### src/rtl/apf_pkg.sv
// Package with register map, field layout and timing constants.
package apf_pkg;
  // Register offsets on the serial register port.
  localparam logic [15:0] APF_OFF_CTRL = 16'h000b;
  localparam logic [15:0] APF_OFF_CFG = 16'h0010;
  localparam logic [15:0] APF_OFF_STATUS = 16'h0107;
  localparam logic [15:0] APF_OFF_RAW = 16'h0120;
  localparam logic [15:0] APF_OFF_MAG = 16'h0121;
  localparam logic [15:0] APF_OFF_LIN = 16'h0122;
  // Field positions.
  localparam int APF_CTRL_EXT_BIT = 0;
  localparam int APF_CTRL_GRAD_BIT = 1;
  localparam logic [15:0] APF_CTRL_MASK = 16'h0003;
  localparam logic [15:0] APF_CFG_MASK = 16'h07ff;
  localparam int APF_STATUS_LOST_BIT = 0;
  // Values after reset.
  localparam logic [15:0] APF_CTRL_RESET = 16'h0000;
  localparam logic [15:0] APF_CFG_RESET = 16'h0103;
  // Table layout: 33 points, 2048 codes apart, in non-volatile words.
  localparam int APF_TBL_N = 33;
  localparam int APF_TBL_STEP = 2048;
  localparam logic [7:0] APF_NVM_TOP = 8'h5f;
  localparam logic [7:0] APF_NVM_POS = 8'h60;
  localparam logic [7:0] APF_NVM_NEG = 8'h70;
  localparam logic [7:0] APF_NVM_END = 8'h7f;
  // CORDIC iteration count, one cycle each.
  localparam int APF_CORDIC_ITER = 16;

  // One measurement: first and second field component of two pixels.
  typedef struct packed {
    logic signed [15:0] bi0;
    logic signed [15:0] bj0;
    logic signed [15:0] bi1;
    logic signed [15:0] bj1;
  } apf_meas_t;

  // One register access from the serial port logic.
  typedef struct packed {
    logic wr;
    logic rd;
    logic [15:0] addr;
    logic [15:0] wdata;
  } apf_reg_req_t;
endpackage

### src/rtl/apf_angle_postprocess.sv
// Angle range extension, table linearization and field-lost monitor.
module apf_angle_postprocess #(
  parameter int ITER = apf_pkg::APF_CORDIC_ITER
) (
  input wire logic ref_clk_in,
  input wire logic resetn_in,
  input wire logic meas_valid_in,
  input wire apf_pkg::apf_meas_t meas_in,
  input wire apf_pkg::apf_reg_req_t reg_req_in,
  output logic [15:0] reg_rdata_out,
  input wire logic nvm_wr_in,
  input wire logic [7:0] nvm_addr_in,
  input wire logic [15:0] nvm_wdata_in,
  output logic busy_out,
  output logic meas_done_out,
  output logic field_lost_flag_out,
  output logic [15:0] linearized_angle_out
);
  import apf_pkg::*;

  // Elaboration check on the CORDIC step count.
  if (ITER < 1 || ITER > 16) begin : g_bad_iter
    $error("apf_angle_postprocess: ITER must lie in 1..16");
  end

  typedef enum logic [1:0] {ST_IDLE, ST_CORDIC, ST_LIN} apf_state_t;

  logic rst_meta_r;
  logic rst_sync_r;
  logic rst_n;
  apf_state_t st_r;
  logic [15:0] ctrl_r;
  logic [15:0] cfg_r;
  logic [15:0] tbl_r [APF_TBL_N];
  apf_meas_t meas_r;
  logic [15:0] raw_r;
  logic [15:0] mag_r;
  logic [15:0] lin_r;
  logic lost_r;
  logic done_r;
  logic [15:0] rdata_r;
  logic start;
  logic signed [16:0] comp_first;
  logic signed [16:0] comp_second;
  logic cordic_done;
  logic [15:0] cordic_angle;
  logic [15:0] cordic_mag;
  logic ext_on;
  logic grad_on;
  logic outer;
  logic [15:0] raw_nxt;
  logic [7:0] lost_lmt;
  logic [2:0] lost_hyst;
  logic [14:0] clear_level;
  logic [6:0] nvm_sel;
  logic [4:0] seg;
  logic [10:0] frac;
  logic [15:0] lin_nxt;

  // Reset is released through two flops; the first is read only here.
  always_ff @(posedge ref_clk_in or negedge resetn_in) begin
    if (!resetn_in) begin
      rst_meta_r <= 1'b0;
      rst_sync_r <= 1'b0;
    end else begin
      rst_meta_r <= 1'b1;
      rst_sync_r <= rst_meta_r;
    end
  end
  assign rst_n = rst_sync_r;

  // Factory table entry: output equals the base point input code.
  function automatic logic [15:0] factory_point(input int k);
    factory_point = 16'((k - 16) * APF_TBL_STEP);
  endfunction

  // Table index 0..32 (meaning -16..+16) for a non-volatile word address.
  function automatic logic [6:0] nvm_slot(input logic [7:0] a);
    if (a == APF_NVM_TOP) begin
      nvm_slot = {1'b1, 6'd32};
    end else if (a >= APF_NVM_POS && a < APF_NVM_NEG) begin
      nvm_slot = {1'b1, 6'(a - APF_NVM_POS + 8'd16)};
    end else if (a >= APF_NVM_NEG && a <= APF_NVM_END) begin
      nvm_slot = {1'b1, 6'(a - APF_NVM_NEG)};
    end else begin
      nvm_slot = 7'd0;
    end
  endfunction

  // Absolute value of a 17-bit signed component.
  function automatic logic [16:0] abs17(input logic signed [16:0] v);
    abs17 = v[16] ? 17'(-v) : 17'(v);
  endfunction

  // Control and field-lost configuration, written over the port.
  always_ff @(posedge ref_clk_in or negedge rst_n) begin
    if (!rst_n) begin
      ctrl_r <= APF_CTRL_RESET;
      cfg_r <= APF_CFG_RESET;
    end else if (reg_req_in.wr) begin
      if (reg_req_in.addr == APF_OFF_CTRL) begin
        ctrl_r <= reg_req_in.wdata & APF_CTRL_MASK;
      end
      if (reg_req_in.addr == APF_OFF_CFG) begin
        cfg_r <= reg_req_in.wdata & APF_CFG_MASK;
      end
    end
  end

  assign ext_on = ctrl_r[APF_CTRL_EXT_BIT];
  assign grad_on = ctrl_r[APF_CTRL_GRAD_BIT];
  assign lost_lmt = cfg_r[7:0];
  assign lost_hyst = cfg_r[10:8];
  assign nvm_sel = nvm_slot(nvm_addr_in);

  // The table models the non-volatile copy; reset reloads the factory set.
  always_ff @(posedge ref_clk_in or negedge rst_n) begin
    if (!rst_n) begin
      for (int k = 0; k < APF_TBL_N; k++) begin
        tbl_r[k] <= factory_point(k);
      end
    end else if (nvm_wr_in && nvm_sel[6]) begin
      tbl_r[nvm_sel[5:0]] <= nvm_wdata_in;
    end
  end

  // Gradient mode builds each component from two pixels.
  always_comb begin
    if (grad_on) begin
      comp_first = 17'(meas_in.bi1) - 17'(meas_in.bi0);
      comp_second = 17'(meas_in.bj1) - 17'(meas_in.bj0);
    end else begin
      comp_first = 17'(meas_in.bi0);
      comp_second = 17'(meas_in.bj0);
    end
  end

  // A measurement offered while busy is dropped, not queued.
  assign start = meas_valid_in && (st_r == ST_IDLE);

  apf_cordic #(
    .ITER(ITER)
  ) u_cordic (
    .clk_in(ref_clk_in),
    .rst_n_in(rst_n),
    .start_in(start),
    .x_in(comp_first),
    .y_in(comp_second),
    .done_out(cordic_done),
    .angle_out(cordic_angle),
    .magnitude_out(cordic_mag)
  );

  // Sequencer: idle, CORDIC running, one linearization cycle.
  always_ff @(posedge ref_clk_in or negedge rst_n) begin
    if (!rst_n) begin
      st_r <= ST_IDLE;
    end else begin
      unique case (st_r)
        ST_IDLE: begin
          if (start) begin
            st_r <= ST_CORDIC;
          end
        end
        ST_CORDIC: begin
          if (cordic_done) begin
            st_r <= ST_LIN;
          end
        end
        ST_LIN: begin
          st_r <= ST_IDLE;
        end
      endcase
    end
  end

  // Pixel values kept for the side decision of range extension.
  always_ff @(posedge ref_clk_in or negedge rst_n) begin
    if (!rst_n) begin
      meas_r <= '0;
    end else if (start) begin
      meas_r <= meas_in;
    end
  end

  // Outer side: the far pixel sees more absolute field than the near one.
  // A strong homogeneous offset field can flip this decision.
  assign outer = abs17(17'(meas_r.bi1)) > abs17(17'(meas_r.bi0));

  // Unwrap past the half turn, then scale -288..+288 degrees to full code range.
  always_comb begin
    logic signed [17:0] unwrapped;
    logic signed [20:0] scaled;
    unwrapped = 18'(signed'(cordic_angle));
    scaled = '0;
    if (ext_on && grad_on) begin
      if (outer && cordic_angle[15]) begin
        unwrapped = unwrapped + 18'sd65536;
      end else if (outer && !cordic_angle[15]) begin
        unwrapped = unwrapped - 18'sd65536;
      end
      scaled = (21'(unwrapped) * 21'sd5) >>> 3;
      if (scaled > 21'sd32767) begin
        raw_nxt = 16'h7fff;
      end else if (scaled < -21'sd32768) begin
        raw_nxt = 16'h8000;
      end else begin
        raw_nxt = scaled[15:0];
      end
    end else begin
      raw_nxt = cordic_angle;
    end
  end

  // Raw angle and magnitude results, updated once per measurement.
  always_ff @(posedge ref_clk_in or negedge rst_n) begin
    if (!rst_n) begin
      raw_r <= '0;
      mag_r <= '0;
    end else if (cordic_done) begin
      raw_r <= raw_nxt;
      mag_r <= cordic_mag;
    end
  end

  // Release level in full magnitude codes; one bit wider so it cannot wrap.
  assign clear_level = 15'({lost_lmt, 6'd0}) +
                       15'((12'(lost_lmt) << 4) >> lost_hyst);

  // Field-lost flag with hysteresis; compared at each measurement.
  always_ff @(posedge ref_clk_in or negedge rst_n) begin
    if (!rst_n) begin
      lost_r <= 1'b0;
    end else if (cordic_done) begin
      if (cordic_mag[13:6] < lost_lmt) begin
        lost_r <= 1'b1;
      end else if (cordic_mag[13:0] > clear_level || |cordic_mag[15:14]) begin
        lost_r <= 1'b0;
      end
    end
  end

  // Segment index and fraction; the table covers whatever span raw has.
  assign seg = {~raw_r[15], raw_r[14:11]};
  assign frac = raw_r[10:0];

  // Interpolation; the difference wraps so 0x8000 ends still pass through.
  always_comb begin
    logic [15:0] lo;
    logic [15:0] diff;
    logic signed [27:0] prod;
    lo = tbl_r[seg];
    diff = tbl_r[6'(seg) + 6'd1] - lo;
    prod = 28'(signed'(diff)) * 28'(signed'({1'b0, frac}));
    lin_nxt = lo + prod[26:11];
  end

  // Linearized result and the completion pulse.
  always_ff @(posedge ref_clk_in or negedge rst_n) begin
    if (!rst_n) begin
      lin_r <= '0;
      done_r <= 1'b0;
    end else begin
      done_r <= (st_r == ST_LIN);
      if (st_r == ST_LIN) begin
        lin_r <= lin_nxt;
      end
    end
  end

  // Read data one cycle after the strobe; components have no address.
  always_ff @(posedge ref_clk_in or negedge rst_n) begin
    if (!rst_n) begin
      rdata_r <= '0;
    end else if (reg_req_in.rd) begin
      unique case (reg_req_in.addr)
        APF_OFF_CTRL: rdata_r <= ctrl_r;
        APF_OFF_CFG: rdata_r <= cfg_r;
        APF_OFF_STATUS: rdata_r <= 16'(lost_r) << APF_STATUS_LOST_BIT;
        APF_OFF_RAW: rdata_r <= raw_r;
        APF_OFF_MAG: rdata_r <= mag_r;
        APF_OFF_LIN: rdata_r <= lin_r;
        default: rdata_r <= 16'h0000;
      endcase
    end
  end

  assign reg_rdata_out = rdata_r;
  assign busy_out = (st_r != ST_IDLE);
  assign meas_done_out = done_r;
  assign field_lost_flag_out = lost_r;
  assign linearized_angle_out = lin_r;
endmodule

### src/rtl/apf_cordic.sv
// Iterative vectoring CORDIC giving angle and magnitude of a vector.
module apf_cordic #(
  parameter int ITER = 16
) (
  input wire logic clk_in,
  input wire logic rst_n_in,
  input wire logic start_in,
  input wire logic signed [16:0] x_in,
  input wire logic signed [16:0] y_in,
  output logic done_out,
  output logic [15:0] angle_out,
  output logic [15:0] magnitude_out
);
  import apf_pkg::*;

  // Elaboration check: the arctangent table holds 16 entries.
  if (ITER < 1 || ITER > 16) begin : g_bad_iter
    $error("apf_cordic: ITER must lie in 1..16");
  end

  // Six fraction bits keep weak vectors from losing angle precision.
  localparam int FRAC = 6;

  logic signed [25:0] x_r;
  logic signed [25:0] y_r;
  logic [15:0] z_r;
  logic [4:0] step_r;
  logic run_r;

  // Arctangent of 2^-i, with a half turn equal to 16'h8000.
  function automatic logic [15:0] atan_lut(input logic [4:0] i);
    case (i)
      5'd0: atan_lut = 16'h2000;
      5'd1: atan_lut = 16'h12e4;
      5'd2: atan_lut = 16'h09fb;
      5'd3: atan_lut = 16'h0511;
      5'd4: atan_lut = 16'h028b;
      5'd5: atan_lut = 16'h0146;
      5'd6: atan_lut = 16'h00a3;
      5'd7: atan_lut = 16'h0051;
      5'd8: atan_lut = 16'h0029;
      5'd9: atan_lut = 16'h0014;
      5'd10: atan_lut = 16'h000a;
      5'd11: atan_lut = 16'h0005;
      5'd12: atan_lut = 16'h0003;
      5'd13: atan_lut = 16'h0001;
      5'd14: atan_lut = 16'h0001;
      default: atan_lut = 16'h0000;
    endcase
  endfunction

  // Pre-rotation folds the left half plane so the loop always converges.
  always_ff @(posedge clk_in or negedge rst_n_in) begin
    if (!rst_n_in) begin
      x_r <= '0;
      y_r <= '0;
      z_r <= '0;
      step_r <= '0;
      run_r <= 1'b0;
    end else if (start_in) begin
      x_r <= x_in[16] ? -(26'(x_in) <<< FRAC) : 26'(x_in) <<< FRAC;
      y_r <= x_in[16] ? -(26'(y_in) <<< FRAC) : 26'(y_in) <<< FRAC;
      z_r <= x_in[16] ? 16'h8000 : 16'h0000;
      step_r <= '0;
      run_r <= 1'b1;
    end else if (run_r) begin
      if (!y_r[25]) begin
        x_r <= x_r + (y_r >>> step_r);
        y_r <= y_r - (x_r >>> step_r);
        z_r <= z_r + atan_lut(step_r);
      end else begin
        x_r <= x_r - (y_r >>> step_r);
        y_r <= y_r + (x_r >>> step_r);
        z_r <= z_r - atan_lut(step_r);
      end
      step_r <= step_r + 5'd1;
      run_r <= (32'(step_r) != ITER - 1);
    end
  end

  // Done is a single pulse in the cycle after the last step.
  always_ff @(posedge clk_in or negedge rst_n_in) begin
    if (!rst_n_in) begin
      done_out <= 1'b0;
    end else begin
      done_out <= run_r && (32'(step_r) == ITER - 1);
    end
  end

  // The magnitude keeps the CORDIC gain, drops the fraction bits and
  // saturates at 16 bits.
  assign angle_out = z_r;
  assign magnitude_out = (x_r > 26'sh03fffff) ? 16'hffff : x_r[21:6];
endmodule

### config.mk
export PLATFORM = sky130hd
export DESIGN_NAME = apf_angle_postprocess
export DESIGN_NICKNAME = d
export VERILOG_FILES = /design/src/rtl/apf_pkg.sv /design/src/rtl/apf_angle_postprocess.sv /design/src/rtl/apf_cordic.sv
export SDC_FILE = /design/constraint.sdc
export NUM_CORES = 2
export LEC_CHECK = 0
export ABC_AREA = 1
export BUFFER_PORTS_ARGS = -buffer_cell sky130_fd_sc_hd__buf_2
export CORE_MARGIN = 2
export CORE_UTILIZATION = 25
export CTS_CLUSTER_DIAMETER = 120
export CTS_CLUSTER_SIZE = 25
export DETAILED_ROUTE_END_ITERATION = 7
export GPL_ROUTABILITY_DRIVEN = 0
export SLEW_MARGIN = 20
export SYNTH_ARGS = -nofsm -noshare
export SYNTH_HDL_FRONTEND = slang
export SYNTH_SLANG_ARGS = --single-unit
### constraint.sdc
create_clock -name ref_clk_in -period 46.4 [get_ports ref_clk_in]
set_input_delay 2.32 -clock ref_clk_in [delete_from_list [all_inputs] [get_ports ref_clk_in]]
set_output_delay 2.32 -clock ref_clk_in [all_outputs]
set_load 0.1 [all_outputs]
==> impl_metrics.py <==
metrics = {
    "finish": {
        "multi_input_area_um2": 34800,
        "regArea_um2": 18100,
        "final_cell_mix": "1782 x nand2_1, 1219 x o21ai_0, 742 x nor2_1",
        "final.fill_count": 25550,
        "drive_above_1_share_pct": 7.12,
        "layout_commonest_cell": "nand2_1",
        "areaGrowthSynthToFinish_pct": 7.88,
        "fin_nets": 8436,
    },
    "setup_path": {
        "worst-setup-path-type": "flip-flop to flip-flop",
        "max_stage_delay_ns": 0.91,
        "critPathArrivalTime_ns": 14.25,
        "end_kind": "flip-flop",
        "cp-start-kind": "flip-flop",
        "rrSetupSlack_ns": 32.68,
        "cp_slowest_cell": "buf_4",
        "worstPathMaxFanout": 157,
        "cp.required_ns": 46.93,
    },
    "detailed_routing": {
        "drtPass1Iterations": 7,
        "vias": 54437,
        "ant_nets": 0,
        "drc": 0,
        "drtIter0Drc": 5134,
        "routed_via_density": 4.99,
        "drt-total-wl_um": 194000,
        "wire_per_inst_um": 17.8,
    },
    "global_routing": {
        "grt_use_total_pct": 16.1,
        "grt_pass1_wl_um": 303000,
        "grt_max_degree": 212,
        "grt_overflow": 0,
        "grt_pass1_vias": 51289,
        "antenna_found_initial": 5,
    },
    "clock_tree": {
        "numCtsBuffers": 36,
        "htreeDepth": 2,
        "clockBufferDepth": 3,
        "postCtsSetupRepairBufs": 0,
        "cts_resized": 0,
        "cts.sinks": 718,
        "clk_latency_ns": 0.66,
        "hold_buffers": 0,
        "cts_tree": "built",
        "cts-root-buf": "clkbuf_16",
        "clk_pin_slew_ns": 0.11,
    },
    "synth": {
        "synth_warnings": 0,
        "synth_area_um2": 57800,
        "synth_cell_types": 75,
        "synth_edf_count": 0,
        "async_reset_ff_share_pct": 100,
        "avgSynthCellArea_um2": 7.18,
        "yosysSeqAreaShare_pct": 31.3,
        "synth-main-ff-cell": "dfrtp_1",
        "synth.ff_latch_count": 718,
        "netlist_instances": 8049,
    },
    "outcome": {
        "status": "complete, no violations",
    },
    "placed_design": {
        "dp_slack_ns": 32.90,
        "portBuffers": 155,
        "hpwlAfterDp_um": 132000,
    },
    "sta": {
        "relSlewSlack_pct": 22.8,
        "worst_slew_pin_slew_ns": 1.16,
        "worst_slack_ns": 32.68,
        "drv_slew": 0,
        "fin_setup_tns_ns": 0,
        "fmax_mhz": 72.9,
        "fin_crit_ns": 13.72,
        "grt_setup_unrepaired": "no",
        "setup_viol": 0,
        "min_period_over_period_pct": 29.6,
        "clock_skew_ns": 0.0382,
        "hold_violations": 0,
    },
    "floorplanning": {
        "num_io_pins": 161,
        "coreArea_um2": 230000,
        "rows": 176,
        "die_h_um": 485,
        "die_x_um": 485,
        "dieArea_um2": 235000,
        "start_util_pct": 25.1,
    },
    "min_path": {
        "hp-class": "flip-flop to flip-flop",
    },
    "run": {
        "max-cap-violations": 0,
    },
}
==> area by class of cell <==
class | count | share of cell area, %
Antenna cell | 1 | 0.00401
Clock buffer | 56 | 1.56
Clock inverter | 10 | 0.195
Inverter | 773 | 4.68
Multi-Input combinational cell | 6069 | 55.9
Sequential cell | 718 | 29.0
Tap cell | 3026 | 6.07
Timing Repair Buffer | 264 | 2.62
==> registers in the layout, summed over array words and instances, names as in the netlist, 5 cells and up <==
signal and count:
tbl_r 528, meas_r 32, cfg_r 11, mag_r 16
reg_rdata_out 16, u_cordic.step_r 5, raw_r 16, u_cordic.y_r 26
u_cordic.angle_out 16, u_cordic.x_r 26, linearized_angle_out 16
==> path summary, 6_finish.rpt <==
kind	endpoint	start	cells past startpoint
worst max register to register	linearized_angle_out[15]	raw_r[11]	46
worst min register to register	rst_n	rst_meta_r	0
min in group asynchronous	u_cordic.angle_out[13]	rst_n	0
worst max-delay path	linearized_angle_out[15]	raw_r[11]	46
worst min-delay path	rst_n	rst_meta_r	0
max in group asynchronous	tbl_r[217]	rst_n	4
==> metrics by stage <==
step	hold WS [ns]	cells	util, %	instance area [um^2]
floorplan	0.331	8050	-	57800
global placement	0.336	10850	26.6	61300
detailed placement	0.340	10850	26.6	61300
CTS	0.360	10916	27.1	62400
global route	0.375	10917	27.1	62400
finish	0.357	10917	27.1	62400
==> per-layer routing <==
layer  part of all wire [%]  track usage, %  wire length, um  vias to the layer above
li1                       -               -                -                    26463
met1                     45            22.2            87000                    25812
met2                     46            26.0            88800                     1909
met3                    6.5            1.85            12500                      253
met4                    3.1            5.11             5980                        0
met5                      0               0                0                        -
==> synth_stat cells (19+ instances only) <==
master | count | share of area (%)
fa_1 | 166 | 5.7
o21ai_1 | 74 | 0.64
nor3_1 | 52 | 0.45
clkbuf_1 | 355 | 2.3
o22ai_1 | 39 | 0.42
a31oi_1 | 27 | 0.29
nor2_1 | 744 | 4.8
nand4_1 | 32 | 0.35
dfstp_2 | 84 | 3.8
buf_2 | 75 | 0.65
o221ai_1 | 199 | 3.0
o211ai_1 | 52 | 0.68
dfrtp_1 | 634 | 27
mux2_2 | 20 | 0.39
a21oi_1 | 333 | 2.9
inv_1 | 741 | 4.8
xor2_1 | 102 | 1.5
a21o_1 | 19 | 0.25
buf_1 | 34 | 0.22
inv_2 | 23 | 0.15
nand2_1 | 1783 | 12
or2_2 | 44 | 0.48
xnor2_1 | 71 | 1.1
nand3_1 | 518 | 4.5
o21ai_0 | 1219 | 11
mux2i_1 | 103 | 1.8
nor4_1 | 19 | 0.21
ha_1 | 282 | 6.1
==> worst max-delay path, delay by kind of cell (launching register included) <==
family,cells,cell delay [ns]
buffers and inverters,11,3.59
AO/OA/AOI/OAI,12,2.89
XOR/XNOR,1,0.11
flip-flops,1,0.78
AND/OR/NAND/NOR,13,2.22
adder cells (fa/ha/maj),9,3.75
==> logic make-up (layout without fill, tap and decap cells) <==
family	Yosys count	in the layout	synth area share [%]
compound gates	2067	2067	20.2
simple gates	3254	3254	23.2
fa+ha+maj	448	448	11.9
mux	123	123	2.17
buf+inv	1263	1103	8.61
other cells	2	4	0.0130
xor+xnor	174	174	2.65
flops	718	718	31.3
Power is left out: the tool's default activity adds up to more than one toggle a clock period on the data nets, which glitch-free logic cannot reach.
